**src/design/mcx_core_regs.vh**
```
// constants for the mcx instruction execution core
`ifndef MCX_CORE_REGS_VH
`define MCX_CORE_REGS_VH

// reset and vector addresses in program space
`define MCX_RST_PC 12'h000
`define MCX_IRQ_VEC 12'hFF0

// short-direct working registers, first two are the pointers
`define MCX_REG_BASE 8'h80

// cycles per instruction group
`define MCX_CYC_ALU 3'h4
`define MCX_CYC_REL 3'h2
`define MCX_CYC_BTB 3'h5
`define MCX_CYC_BIT 3'h4
`define MCX_CYC_CTL 3'h2
`define MCX_CYC_JMP 3'h4

// opcode group fields
`define MCX_GRP_BIT 3'h4
`define MCX_GRP_ALU 3'h5
`define MCX_GRP_SHORT 4'hC
`define MCX_GRP_MISC 4'hD
`define MCX_GRP_JUMP 4'hE
`define MCX_GRP_CALL 4'hF

// arithmetic/logic function codes, opcode bits 4..2
`define MCX_FN_ADD 3'h0
`define MCX_FN_AND 3'h1
`define MCX_FN_CMP 3'h2
`define MCX_FN_SUB 3'h3
`define MCX_FN_INC 3'h4
`define MCX_FN_DEC 3'h5
`define MCX_FN_CLR 3'h6

// addressing modes, opcode bits 1..0
`define MCX_MODE_DIR 2'h2
`define MCX_MODE_IMM 2'h3

// inherent opcodes, low nibble of the misc group
`define MCX_MS_NOP 4'h0
`define MCX_MS_RET 4'h1
`define MCX_MS_INTERRUPT_RETURN_OP 4'h2
`define MCX_MS_STOP 4'h3
`define MCX_MS_WAIT 4'h4
`define MCX_MS_COM 4'h5
`define MCX_MS_RLC 4'h6
`define MCX_MS_SLA 4'h7
`define MCX_MS_CLRA 4'h8
`define MCX_MS_INCA 4'h9
`define MCX_MS_DECA 4'hA

// return stack
`define MCX_STK_DEPTH 3'h6

`endif

```
**src/design/mcx_stack_mem.v**
```verilog
// return address stack memory with registered read
`timescale 1ns/1ps
module mcx_stack_mem (
	// clock and reset
	input wire sys_clk,
	input wire rst,
	// write side
	input wire wrEn,
	input wire [2:0] wrAddr,
	input wire [11:0] wrData,
	// read side
	input wire [2:0] rdAddr,
	output reg [11:0] rdData
);

	reg [11:0] mem [0:5];

	// cells hold no reset, only the read register does
	always @(posedge sys_clk) begin
		if (wrEn) begin
			mem[wrAddr] <= wrData;
		end
	end

	// read data one cycle after the address
	always @(posedge sys_clk or posedge rst) begin
		if (rst) begin
			rdData <= 12'h000;
		end else begin
			rdData <= mem[rdAddr];
		end
	end

endmodule

```
**src/design/mcx_core_exec.v**
```verilog
// instruction decode and execution for the 8-bit core
`timescale 1ns/1ps
`include "mcx_core_regs.vh"
module mcx_core_exec (
	// clock and reset
	input wire sys_clk,
	input wire rst,
	// program memory, asynchronous read
	output reg [11:0] progAddr_r,
	input wire [7:0] progData,
	// data space, asynchronous read
	output reg [7:0] dataAddr_r,
	input wire [7:0] dataRdata,
	output reg [7:0] dataWdata_r,
	output reg dataWe_r,
	// pins from outside
	input wire irqReq,
	input wire wdogSel,
	// status
	output reg [7:0] acc_r,
	output reg zero_r,
	output reg carry_r,
	output reg stopMode_r,
	output reg waitMode_r,
	output wire instrStart
);

	reg [2:0] cyc_r, cyc_nxt;
	reg [7:0] opcode_r, opcode_nxt;
	reg [7:0] byte1_r, byte1_nxt;
	reg [7:0] byte2_r, byte2_nxt;
	reg [11:0] pcInst_r, pcInst_nxt;
	reg [11:0] progAddr_nxt;
	reg [7:0] dataAddr_nxt, dataWdata_nxt;
	reg dataWe_nxt;
	reg [7:0] acc_nxt;
	reg zero_nxt, carry_nxt, zeroSave_r, zeroSave_nxt, carrySave_r, carrySave_nxt;
	reg inIrq_r, inIrq_nxt, stopMode_nxt, waitMode_nxt;
	reg [2:0] sp_r, sp_nxt;
	reg push, pop;
	reg [11:0] pushData;
	reg [1:0] irqMeta_r, wdogMeta_r;
	wire [11:0] stackRd;
	wire [7:0] op;
	wire irqPend;
	reg [2:0] cycles;
	reg [8:0] sum;
	reg [7:0] opnd, mask;
	reg last, taken;

	// synchronisers: only bit 1 is read by logic
	always @(posedge sys_clk or posedge rst) begin
		if (rst) begin
			irqMeta_r <= 2'h0;
			wdogMeta_r <= 2'h0;
		end else begin
			irqMeta_r <= {irqMeta_r[0], irqReq};
			wdogMeta_r <= {wdogMeta_r[0], wdogSel};
		end
	end

	// no nesting: a pending request waits for the interrupt return
	assign irqPend = irqMeta_r[1] & ~inIrq_r;
	// opcode arrives on the bus in cycle 0, held afterwards
	assign op = (cyc_r == 3'h0) ? progData : opcode_r;
	assign instrStart = (cyc_r == 3'h0) & ~stopMode_r & ~waitMode_r & ~irqPend;

	// cycle count per group
	always @* begin
		cycles = `MCX_CYC_CTL;
		if (op[7:5] == `MCX_GRP_ALU || op[7:4] == `MCX_GRP_SHORT) begin
			cycles = `MCX_CYC_ALU;
		end else if (!op[7]) begin
			cycles = `MCX_CYC_REL;
		end else if (op[7:5] == `MCX_GRP_BIT) begin
			cycles = op[4] ? `MCX_CYC_BIT : `MCX_CYC_BTB;
		end else if (op[7:4] == `MCX_GRP_JUMP || op[7:4] == `MCX_GRP_CALL) begin
			cycles = `MCX_CYC_JMP;
		end else if (op[3:0] >= `MCX_MS_COM && op[3:0] <= `MCX_MS_DECA) begin
			cycles = `MCX_CYC_ALU;
		end
	end

	// sequencing and execution
	always @* begin
		cyc_nxt = cyc_r + 3'h1;
		opcode_nxt = opcode_r;
		byte1_nxt = byte1_r;
		byte2_nxt = byte2_r;
		pcInst_nxt = pcInst_r;
		progAddr_nxt = progAddr_r + 12'h001;
		dataAddr_nxt = dataAddr_r;
		dataWdata_nxt = dataWdata_r;
		dataWe_nxt = 1'b0;
		acc_nxt = acc_r;
		zero_nxt = zero_r;
		carry_nxt = carry_r;
		zeroSave_nxt = zeroSave_r;
		carrySave_nxt = carrySave_r;
		inIrq_nxt = inIrq_r;
		stopMode_nxt = stopMode_r;
		waitMode_nxt = waitMode_r;
		push = 1'b0;
		pop = 1'b0;
		pushData = progAddr_r;
		sum = 9'h000;
		opnd = (op[1:0] == `MCX_MODE_IMM) ? byte1_r : dataRdata;
		mask = 8'h01 << op[2:0];
		last = (cyc_r == cycles - 3'h1);
		taken = 1'b0;
		if ((stopMode_r || waitMode_r || cyc_r == 3'h0) && irqPend) begin
			// interrupt entry replaces the fetch, flags saved for the return
			push = 1'b1;
			zeroSave_nxt = zero_r;
			carrySave_nxt = carry_r;
			inIrq_nxt = 1'b1;
			stopMode_nxt = 1'b0;
			waitMode_nxt = 1'b0;
			progAddr_nxt = `MCX_IRQ_VEC;
			cyc_nxt = 3'h0;
		end else if (stopMode_r || waitMode_r) begin
			// asleep: hold the next fetch address
			progAddr_nxt = progAddr_r;
			cyc_nxt = 3'h0;
		end else begin
			case (cyc_r)
				3'h0: begin
					opcode_nxt = progData;
					pcInst_nxt = progAddr_r;
					dataAddr_nxt = `MCX_REG_BASE | {6'h00, op[1:0]};
				end
				3'h1: begin
					byte1_nxt = progData;
					if (op[7:5] == `MCX_GRP_ALU && !op[1]) begin
						dataAddr_nxt = dataRdata;
					end else if (op[7:5] == `MCX_GRP_BIT || op[7:5] == `MCX_GRP_ALU) begin
						dataAddr_nxt = progData;
					end
				end
				3'h2: begin
					byte2_nxt = progData;
					if (op[7:5] == `MCX_GRP_ALU) begin
						case (op[4:2])
							`MCX_FN_ADD: begin
								sum = {1'b0, acc_r} + {1'b0, opnd};
								acc_nxt = sum[7:0];
								carry_nxt = sum[8];
								zero_nxt = (sum[7:0] == 8'h00);
							end
							`MCX_FN_AND: begin
								acc_nxt = acc_r & opnd;
								carry_nxt = 1'b0;
								zero_nxt = ((acc_r & opnd) == 8'h00);
							end
							`MCX_FN_CMP, `MCX_FN_SUB: begin
								sum = {1'b0, acc_r} - {1'b0, opnd};
								if (op[4:2] == `MCX_FN_SUB) begin
									acc_nxt = sum[7:0];
								end
								carry_nxt = sum[8];
								zero_nxt = (sum[7:0] == 8'h00);
							end
							`MCX_FN_INC, `MCX_FN_DEC: begin
								if (op[1:0] != `MCX_MODE_IMM) begin
									dataWdata_nxt = op[2] ? opnd - 8'h01 : opnd + 8'h01;
									dataWe_nxt = 1'b1;
									zero_nxt = (dataWdata_nxt == 8'h00);
								end
							end
							`MCX_FN_CLR: begin
								if (op[1:0] != `MCX_MODE_IMM) begin
									dataWdata_nxt = 8'h00;
									dataWe_nxt = 1'b1;
								end
							end
							default: begin
								dataWe_nxt = 1'b0;
							end
						endcase
					end else if (op[7:4] == `MCX_GRP_SHORT) begin
						dataWdata_nxt = op[3] ? dataRdata - 8'h01 : dataRdata + 8'h01;
						dataWe_nxt = 1'b1;
						zero_nxt = (dataWdata_nxt == 8'h00);
					end else if (op[7:5] == `MCX_GRP_BIT) begin
						if (!op[4]) begin
							carry_nxt = dataRdata[op[2:0]];
						end else begin
							dataWdata_nxt = op[3] ? (dataRdata | mask) : (dataRdata & ~mask);
							dataWe_nxt = 1'b1;
						end
					end else if (op[7:4] == `MCX_GRP_MISC) begin
						case (op[3:0])
							`MCX_MS_COM: begin
								acc_nxt = ~acc_r;
								carry_nxt = acc_r[7];
							end
							`MCX_MS_RLC: begin
								acc_nxt = {acc_r[6:0], carry_r};
								carry_nxt = acc_r[7];
							end
							`MCX_MS_SLA: begin
								acc_nxt = {acc_r[6:0], 1'b0};
								carry_nxt = acc_r[7];
							end
							`MCX_MS_CLRA: begin
								acc_nxt = 8'h00;
								carry_nxt = 1'b0;
							end
							`MCX_MS_INCA: begin
								acc_nxt = acc_r + 8'h01;
							end
							`MCX_MS_DECA: begin
								acc_nxt = acc_r - 8'h01;
							end
							default: begin
								acc_nxt = acc_r;
							end
						endcase
						if (op[3:0] >= `MCX_MS_COM && op[3:0] <= `MCX_MS_DECA) begin
							zero_nxt = (acc_nxt == 8'h00);
						end
					end
				end
				default: begin
					dataWe_nxt = 1'b0;
				end
			endcase
			if (last) begin
				cyc_nxt = 3'h0;
				progAddr_nxt = pcInst_r + 12'h001;
				if (!op[7]) begin
					case (op[6:5])
						2'h0: taken = ~zero_r;
						2'h1: taken = ~carry_r;
						2'h2: taken = zero_r;
						default: taken = carry_r;
					endcase
					if (taken) begin
						progAddr_nxt = pcInst_r + 12'h001 + {{7{op[4]}}, op[4:0]};
					end
				end else if (op[7:5] == `MCX_GRP_BIT) begin
					progAddr_nxt = pcInst_r + (op[4] ? 12'h002 : 12'h003);
					if (!op[4] && carry_r == op[3]) begin
						progAddr_nxt = pcInst_r + 12'h002 + {{4{byte2_r[7]}}, byte2_r};
					end
				end else if (op[7:5] == `MCX_GRP_ALU) begin
					// clear direct carries a spare third byte
					if (op[4:2] == `MCX_FN_CLR && op[1:0] == `MCX_MODE_DIR) begin
						progAddr_nxt = pcInst_r + 12'h003;
					end else if (op[1]) begin
						progAddr_nxt = pcInst_r + 12'h002;
					end
				end else if (op[7:4] == `MCX_GRP_JUMP || op[7:4] == `MCX_GRP_CALL) begin
					progAddr_nxt = {op[3:0], byte1_r};
					push = (op[7:4] == `MCX_GRP_CALL);
					pushData = pcInst_r + 12'h002;
				end else if (op[7:4] == `MCX_GRP_MISC) begin
					case (op[3:0])
						`MCX_MS_RET: begin
							pop = 1'b1;
							progAddr_nxt = stackRd;
						end
						`MCX_MS_INTERRUPT_RETURN_OP: begin
							pop = 1'b1;
							progAddr_nxt = stackRd;
							zero_nxt = zeroSave_r;
							carry_nxt = carrySave_r;
							inIrq_nxt = 1'b0;
						end
						`MCX_MS_STOP: begin
							stopMode_nxt = ~wdogMeta_r[1];
							waitMode_nxt = wdogMeta_r[1];
						end
						`MCX_MS_WAIT: begin
							waitMode_nxt = 1'b1;
						end
						`MCX_MS_SLA, `MCX_MS_CLRA, `MCX_MS_INCA, `MCX_MS_DECA: begin
							progAddr_nxt = pcInst_r + 12'h002;
						end
						default: begin
							progAddr_nxt = pcInst_r + 12'h001;
						end
					endcase
				end
			end
		end
		// stack pointer saturates at full depth
		sp_nxt = sp_r;
		if (push && sp_r != `MCX_STK_DEPTH) begin
			sp_nxt = sp_r + 3'h1;
		end else if (pop && sp_r != 3'h0) begin
			sp_nxt = sp_r - 3'h1;
		end
	end

	// state registers
	always @(posedge sys_clk or posedge rst) begin
		if (rst) begin
			cyc_r <= 3'h0;
			opcode_r <= 8'h00;
			byte1_r <= 8'h00;
			byte2_r <= 8'h00;
			pcInst_r <= `MCX_RST_PC;
			progAddr_r <= `MCX_RST_PC;
			dataAddr_r <= 8'h00;
			dataWdata_r <= 8'h00;
			dataWe_r <= 1'b0;
			acc_r <= 8'h00;
			zero_r <= 1'b0;
			carry_r <= 1'b0;
			zeroSave_r <= 1'b0;
			carrySave_r <= 1'b0;
			inIrq_r <= 1'b0;
			stopMode_r <= 1'b0;
			waitMode_r <= 1'b0;
			sp_r <= 3'h0;
		end else begin
			cyc_r <= cyc_nxt;
			opcode_r <= opcode_nxt;
			byte1_r <= byte1_nxt;
			byte2_r <= byte2_nxt;
			pcInst_r <= pcInst_nxt;
			progAddr_r <= progAddr_nxt;
			dataAddr_r <= dataAddr_nxt;
			dataWdata_r <= dataWdata_nxt;
			dataWe_r <= dataWe_nxt;
			acc_r <= acc_nxt;
			zero_r <= zero_nxt;
			carry_r <= carry_nxt;
			zeroSave_r <= zeroSave_nxt;
			carrySave_r <= carrySave_nxt;
			inIrq_r <= inIrq_nxt;
			stopMode_r <= stopMode_nxt;
			waitMode_r <= waitMode_nxt;
			sp_r <= sp_nxt;
		end
	end

	// return stack, a full push overwrites the top cell
	mcx_stack_mem stack (
		.sys_clk(sys_clk),
		.rst(rst),
		.wrEn(push),
		.wrAddr((sp_r == `MCX_STK_DEPTH) ? sp_r - 3'h1 : sp_r),
		.wrData(pushData),
		.rdAddr((sp_r == 3'h0) ? 3'h0 : sp_r - 3'h1),
		.rdData(stackRd)
	);

endmodule

```
**config.mk**
```make
export PLATFORM = sky130hd
export DESIGN_NAME = mcx_core_exec
export DESIGN_NICKNAME = d
export VERILOG_FILES = /design/src/design/mcx_stack_mem.v /design/src/design/mcx_core_exec.v
export VERILOG_INCLUDE_DIRS = /design/src /design/src/design
export SDC_FILE = /design/constraint.sdc
export NUM_CORES = 1
export LEC_CHECK = 0
export CORE_ASPECT_RATIO = 0.7
export CORE_MARGIN = 5
export CORE_UTILIZATION = 41
export CTS_CLUSTER_SIZE = 8
export DETAILED_ROUTE_END_ITERATION = 10
export DONT_BUFFER_PORTS = 1
export GPL_TIMING_DRIVEN = 0
export PLACE_DENSITY = 0.55
export SLEW_MARGIN = 10
export SYNTH_ARGS = -nofsm -noshare
export SYNTH_HDL_FRONTEND = slang
export SYNTH_SLANG_ARGS = --single-unit
```
**constraint.sdc**
```tcl
create_clock -name sys_clk -period 12.84 [get_ports sys_clk]
set_input_delay 2.568 -clock sys_clk [delete_from_list [all_inputs] [get_ports sys_clk]]
set_output_delay 2.568 -clock sys_clk [all_outputs]
set_load 0.1 [all_outputs]
```
==> out/qor.yml, run 1 <==
status: "finished clean"
vias: 12340
cts_setup_buffers: 0
cp-end-kind: "register"
setup_viol: 0
wl_per_cell_um: 26.38
grt_pass1_vias: 11030
first_iter_violations: 1684
drv_slew: 0
start_util_pct: 41.43
ctsHtreeMaxLevel: 4
netlist_instances: 1482
ys.flop_type: "dfrtp_1"
finalHoldViolations: 0
drcViolationCount: 0
synthArstFlopShare_pct: 58.62
clk_latency_ns: 0.47
cts_tree: "done"
yosysWarnings: 0
cts_root_buffer: "clkbuf_16"
overflow: 0
fin_nets: 1600
cts.sink_count: 174
first_pass_iters: 6
final_cell_mix: "134 x nor2_1, 133 x nand2_1, 125 x a21oi_1"
holdWs_ns: 0.3611
ys_seq_elements: 174
rsz0062_at_grt: "no"
min_period_ns: 7.182
antenna_cells: 0
core_region_area_mm2: 0.03227
grt_max_degree: 61
layout_commonest_cell: "nor2_1"
die_area_mm2: 0.03639
gp_congestion: 0.9969
routed_wl_um: 51260
slew_headroom_pct: 11.82
clock_path_buffers: 2
synth.avg_cell_area_um2: 9.023
portBuffers: 0
syn-cell-area_mm2: 0.01337
final.setup_skew_ns: 0.01464
ctsHoldBuffers: 0
synth.net_count: 1579
die_width_um: 225.9
cp.required_ns: 12.91
ioPinCount: 62
postRouteAntennaNets: 0
rows: 55
via_per_inst: 6.353
maxCapViolCount: 0
period_share_pct: 55.93
antenna_found_initial: 0
ys_seq_area_share_pct: 35.25
hp-class: "reg2reg"
worstSetupStartpointType: "input port"
crit_type: "in2reg"
fp.dieH_um: 161.1
layoutNonFillerInstCount: 1943
cts-resized-gates: 0
grt_pass1_wl_um: 75380
crit_arrival_ns: 7.26
cts_buffers: 17
tns_ns: 0
max_freq_mhz: 139.2
synth_edf_count: 72
tightestPinTransition_ns: 1.323
grtUsageTotal_pct: 27.76
syn2layout_area_growth_pct: 8.720
dp_hpwl_um: 40040
placedCellCount: 1911
drive_above_1_share_pct: 9.565
clk_pin_slew_ns: 0.08
synth_cell_type_count: 98
crit_fanout: 12
## cells in the mapped netlist (21+ instances only)
cell      instances  share of area, %
nand3_1          41               1.5
nor2b_1          21              0.98
xor2_1           37               2.4
a31oi_1          24               1.1
edfxtp_1         72                16
xnor2_1          54               3.5
mux2_2           39               3.3
dfrtp_1         102                19
nor2_1          136               3.8
nand2_1         133               3.7
a211oi_1         40               2.2
mux2i_1          54               4.0
nor3_1           30               1.1
clkbuf_1         53               1.5
inv_1            56               1.6
o21ai_0          72               2.7
a21oi_1         125               4.7
ha_1             71               6.6
## state kept, by name, summed over array words and instances, names as in the netlist
register	cells
pcInst_r	12
zero_r	1
stack.rdData	12
dataAddr_r	8
carrySave_r	1
stopMode_r	1
stack.mem	72
waitMode_r	1
dataWe_r	1
irqMeta_r	2
sp_r	3
opcode_r	8
inIrq_r	1
byte2_r	8
progAddr_r	12
carry_r	1
byte1_r	8
acc_r	8
zeroSave_r	1
wdogMeta_r	2
dataWdata_r	8
cyc_r	3
## layer usage
layer | routed length [µm] | vias to the layer above | track usage [%]
li1 | - | 5529 | -
met2 | 18300 | 737 | 32.94
met1 | 24920 | 6005 | 45.15
met3 | 7086 | 73 | 11.86
met5 | 0 | - | 0
met4 | 961 | 0 | 5.279
## layout make-up
cell class,instances,area (µm²)
Timing Repair Buffer,2,35.03
Tap cell,427,534.3
Clock buffer,17,425.4
Clock inverter,15,155.1
Fill cell,3131,17740
Buffer,81,371.6
Sequential cell,174,4716
Inverter,60,232.7
Multi-Input combinational cell,1167,8069
## path summary, 6_finish.rpt
kind                          startpoint         endpoint  cells after the start  slack (ns)
max in group asynchronous            rst          sp_r[2]                      2       10.15
max reg2reg                     cyc_r[0]  stack.mem[5][6]                     15        6.75
max                          progData[0]  stack.mem[5][6]                     13        5.66
min                        wdogMeta_r[0]    wdogMeta_r[1]                      0        0.36
min in group asynchronous            rst   dataWdata_r[4]                      1        2.04
min reg2reg                wdogMeta_r[0]    wdogMeta_r[1]                      0        0.36
## through the flow
step                cell area, µm²  setup slack (ns)  util (%)
CTS                          14530             5.616     45.03
detailed placement           13950             5.133     43.23
global placement             13910             4.899     43.09
global route                 14540             5.432     45.05
finish                       14540             5.658     45.05
floorplan                    13370             6.404         -
## worst max-delay path, cell delays in order
cell	delay [ns]
clkbuf_1	0.23
or4b_2	0.73
o31ai_2	0.24
a21oi_1	0.44
nor2_1	0.41
a21oi_1	0.16
ha_1	0.33
xor2_1	0.29
o211a_1	0.26
a41oi_1	0.33
nor2_1	0.23
nand2_1	0.10
nor2_1	0.92
## logic make-up (layout without fill, tap and decap cells)
kind of cell | count (synthesis) | in the layout | synth area share [%]
AO/OA/AOI/OAI | 425 | 425 | 20.89
XOR/XNOR | 91 | 91 | 5.960
adder cells (fa/ha/maj) | 77 | 77 | 7.541
buffers and inverters | 141 | 175 | 4.482
flip-flops | 174 | 174 | 35.25
multiplexers | 102 | 102 | 8.552
AND/OR/NAND/NOR | 472 | 472 | 17.32
Power of run 1 is not shown: default switching activity piles up to over one toggle a cycle in this logic, so the estimate is an artifact.
==> run 2, diff against run 1 <==
Settings changed: PLACE_DENSITY 0.55 to 0.57.
Clock period 12.84 ns to 5.78 ns, I/O delays scaled along.
==> out/qor.yml, run 2 (synthesized netlist as in run 1, its figures left out) <==
status: "finished clean"
layoutNonFillerInstCount: 1944  # +0.051%
die_area_mm2: 0.03639  # unchanged
top_register: "stack.mem"
fp.dieH_um: 161.1  # unchanged
ioPinCount: 62  # unchanged
hp-class: "reg2reg"
largest_reg_flops: 72  # unchanged
fin_nets: 1600  # unchanged
first_iter_violations: 1789  # +6.2%
gp_congestion: 1.011  # +1.4%
drive_above_1_share_pct: 9.828  # +0.26 points
die_width_um: 225.9  # unchanged
period_share_pct: 95.68
cts_setup_buffers: 0  # unchanged
cp.required_ns: 6.14  # -6.77 ns
rsz0062_at_grt: "no"
tightestPinTransition_ns: 1.330  # +0.007455 ns
min_from: "wdogMeta_r[0]"
vias: 12410  # +0.57%
core_region_area_mm2: 0.03227  # unchanged
clk_latency_ns: 0.46  # about the same
postRouteAntennaNets: 0  # unchanged
setup_viol: 0  # unchanged
min_period_ns: 5.530
hold_end: "wdogMeta_r[1]"
r2r_slack_ns: 0.25  # -6.50 ns
reg2reg_to: "acc_r[6]"
grt_pass1_wl_um: 76600  # +1.6%
routed_wl_um: 51240  # about the same
cts_buffers: 17  # unchanged
cts_tree: "done"
cp-end-kind: "register"
clock_path_buffers: 2  # unchanged
first_pass_iters: 6  # unchanged
final_cell_mix: "133 x nor2_1, 133 x nand2_1, 125 x a21oi_1"
slew_headroom_pct: 11.32  # -0.50 points
finalHoldViolations: 0  # unchanged
overflow: 0  # unchanged
crit_arrival_ns: 5.89  # -1.37 ns
start_util_pct: 41.43  # unchanged
worstSetupStartpointType: "register"
antenna_found_initial: 0  # unchanged
clk_pin_slew_ns: 0.08  # about the same
grt_pass1_vias: 11490  # +4.1%
portBuffers: 0  # unchanged
ctsHtreeMaxLevel: 4  # unchanged
cts_root_buffer: "clkbuf_16"
r2r-start: "cyc_r[0]"
wl_per_cell_um: 26.36  # -0.10%
syn2layout_area_growth_pct: 8.916
crit_fanout: 10  # -2
via_per_inst: 6.386  # +0.52%
rows: 55  # unchanged
dp_hpwl_um: 39900  # -0.35%
final.setup_skew_ns: 0.01415  # -0.0004916 ns
r2r_cells: 18  # +3
crit_type: "reg2reg"
placedCellCount: 1911  # unchanged
drcViolationCount: 0  # unchanged
drv_slew: 0  # unchanged
ctsHoldBuffers: 0  # unchanged
grt_max_degree: 53  # -13%
cts.sink_count: 174  # unchanged
min_path_cells: 0  # unchanged
grtUsageTotal_pct: 27.95  # +0.20 points
cts-resized-gates: 2  # +2
max_freq_mhz: 180.8
maxCapViolCount: 0  # unchanged
run 2: changes by cell type in the layout (fill, tap and decap cells not counted), moves of 2 or more:
| cell | before | now |
|---|---|---|
| clkinv_1 | 2 | 0 |
| clkinv_4 | 4 | 2 |
| clkinv_8 | 4 | 1 |
| inv_4 | 1 | 3 |
| inv_6 | 3 | 5 |
| inv_8 | 2 | 5 |
| nor2_2 | 4 | 2 |
| nor2_4 | 2 | 5 |
run 2: layout make-up:
cell class	count	area (µm²)
antenna	1	2.502
multi-input combinational	1167	8097
clock buffer	18	439.2
sequential	174	4716
timing repair buffer	2	35.03
inverter	60	232.7
fill	3089	17710
buffer	81	371.6
clock inverter	14	137.6
tap	427	534.3
run 2: worst max-delay path by stage:
stage,from,endpoint,cells past startpoint
finish,cyc_r[0],acc_r[6],18
global route,cyc_r[0],acc_r[6],18
CTS,cyc_r[0],stack.mem[3][7],15
detailed placement,progData[0],stack.mem[5][9],13
global placement,progData[0],stack.mem[1][6],11
floorplan,progData[0],stack.mem[1][0],11
run 2: metrics by stage:
stage	worst slack (ns)	hold slack, ns	TNS, ns	cell area (µm²)	util, %
finish	0.2496	0.3511	0	14570	45.13
global route	0.002767	0.3587	0	14560	45.12
CTS	0.09188	0.3522	0	14540	45.04
detailed placement	-0.4930	0.3347	-16.25	13960	43.24
global placement	-0.7094	0.3343	-25.10	13910	43.09
floorplan	0.7562	0.3312	0	13370	-
run 2: worst max-delay path, cell delays in order, from the launching register on:
cell      delay (ns)
dfrtp_1         0.51
inv_1           0.14
ha_1            0.34
nand2b_1        0.13
buf_6           0.14
mux2i_4         0.53
clkbuf_1        0.50
mux2i_1         0.40
inv_1           0.18
ha_1            0.30
fa_1            0.51
a211oi_1        0.28
o21bai_1        0.15
a21oi_1         0.29
xnor2_1         0.12
a221o_1         0.29
a21oi_1         0.20
a21oi_1         0.10
mux2_2          0.31
run 2: routing by layer:
| layer | vias up | track usage, % | wire [µm] |
|---|---|---|---|
| met3 | 67 | 11.19 | 6636 |
| met4 | 0 | 4.922 | 921 |
| met1 | 6118 | 45.01 | 24900 |
| li1 | 5531 | - | - |
| met2 | 698 | 34.52 | 18780 |
| met5 | - | 0 | 0 |
Power of run 2 is left out for the same reason.
==> run 3, diff against run 2 <==
Settings changed: MAX_ROUTING_LAYER set to met4.
==> out/qor.yml, run 3 (synthesized netlist as in run 1, its figures left out) <==
fp.dieH_um: 161.1  # unchanged
portBuffers: 0  # unchanged
first_iter_violations: 1694  # -5.3%
max_freq_mhz: 169.7  # -6.1%
overflow: 0  # unchanged
syn2layout_area_growth_pct: 8.524
core_region_area_mm2: 0.03227  # unchanged
crit_arrival_ns: 5.97  # +0.08 ns
clk_pin_slew_ns: 0.07  # about the same
dp_hpwl_um: 39910  # about the same
tightestPinTransition_ns: 1.321  # -0.008991 ns
grt_pass1_wl_um: 76430  # -0.22%
slew_headroom_pct: 11.92  # +0.60 points
seq_area_mm2: 0.004716  # unchanged
min_path_cells: 0  # unchanged
r2r_cells: 15  # -3
wl_per_cell_um: 26.68  # +1.2%
cp-end-kind: "register"
cp_slowest_cell: "o31ai_2"
top_register: "stack.mem"
final.setup_skew_ns: 0.01666  # +0.002510 ns
gp_congestion: 0.9897  # -2.1%
clk_latency_ns: 0.45  # about the same
layoutNonFillerInstCount: 1943  # -0.051%
postRouteAntennaNets: 0  # unchanged
first_pass_iters: 8  # +2
cp-startpoint: "cyc_r[0]"
cts_root_buffer: "clkbuf_16"
drv_slew: 0  # unchanged
drcViolationCount: 0  # unchanged
crit_type: "reg2reg"
grt_pass1_vias: 11420  # -0.57%
worstSetupStartpointType: "register"
max_stage_delay_ns: 0.67  # +0.14 ns
clock_path_buffers: 2  # unchanged
start_util_pct: 41.43  # unchanged
fin_ws_ns: -0.1125  # -0.3621 ns
rsz0062_at_grt: "yes"
final_cell_mix: "133 x nor2_1, 133 x nand2_1, 125 x a21oi_1"
rows: 55  # unchanged
worstPathCellList: "inv_1 -> ha_1 -> and2b_1 -> buf_2 -> o31ai_2 -> a21oi_1 -> nor2_1 -> a21oi_1 -> ha_1 -> xor2_1 -> o211a_1 -> a41oi_1 -> nor2_1 -> nand2_1 -> nor2_2"
cts_setup_buffers: 0  # unchanged
ctsHtreeMaxLevel: 4  # unchanged
setup_viol: 24  # +24
violations: "negative setup slack"
die_area_mm2: 0.03639  # unchanged
ctsHoldBuffers: 0  # unchanged
cts.sink_count: 174  # unchanged
drive_above_1_share_pct: 9.828  # unchanged
ioPinCount: 62  # unchanged
antenna_cells: 0  # -1
multi_input_area_mm2: 0.008079  # -0.22%
grtUsageTotal_pct: 28.86  # +0.91 points
fin_nets: 1600  # unchanged
grt_max_degree: 61  # +15%
placedCellCount: 1911  # unchanged
crit_fanout: 12  # +2
cp.required_ns: 5.85  # -0.29 ns
fin_util_pct: 44.97  # -0.16 points
status: "finished with violations"
die_width_um: 225.9  # unchanged
largest_reg_flops: 72  # unchanged
routed_wl_um: 51840  # +1.2%
via_per_inst: 6.379  # -0.11%
period_share_pct: 101.9  # +6.3 points
cts_tree: "done"
r2r-start: "cyc_r[0]"
min_period_ns: 5.892  # +0.3621 ns
maxCapViolCount: 0  # unchanged
min_from: "irqMeta_r[0]"
cts_buffers: 17  # unchanged
antenna_found_initial: 0  # unchanged
vias: 12390  # -0.16%
n_fill_cell: 3146  # +1.8%
hp-class: "reg2reg"
finalHoldViolations: 0  # unchanged
-- run 3: path summary, 6_finish.rpt --
check,slack (ns),end
max,-0.11,stack.mem[5][7]
min,0.36,irqMeta_r[1]
max reg2reg,-0.11,stack.mem[5][7]
min reg2reg,0.36,irqMeta_r[1]
max in group asynchronous,4.43,carry_r
min in group asynchronous,0.64,dataWdata_r[4]
-- run 3: critical path: cells and delay by family, from the launching register on --
family          cells  cell delay (ns)
buf+inv             2             0.36
simple gates        5             1.76
compound gates      5             1.94
flops               1             0.48
fa+ha+maj           2             0.68
xor+xnor            1             0.29
-- run 3: cell type report --
type	instances	area share, %
Buffer	81	2.561
Clock inverter	12	0.5863
Timing Repair Buffer	2	0.2414
Tap cell	427	3.681
Multi-Input combinational cell	1167	55.67
Clock buffer	20	3.164
Sequential cell	174	32.49
Inverter	60	1.604
-- run 3: metal layers --
metal / GRT usage [%] / share of wire, %
met1: 44.96 / 48
met2: 33.61 / 36
met3: 12.03 / 14
met4: 6.214 / 2.0
met5: - / 0
-- run 3: timing repair --
item,CTS,global route
resized for setup,0,4
setup endpoints to repair,24,56
pin swaps,0,0
-- run 3: stage by stage --
step           setup slack [ns]  hold WS, ns  setup TNS (ns)  instance area, µm²
2_1_floorplan            0.7562       0.3312               0               13370
3_3_place_gp            -0.7847       0.3376          -29.99               13910
3_5_place_dp            -0.4979       0.3401          -17.26               13960
4_1_cts                 -0.1980       0.3552          -4.626               14500
5_1_grt                 -0.2029       0.3595          -4.511               14510
6_report                -0.1125       0.3550          -2.453               14510
Power of run 3 is left out for the same reason.
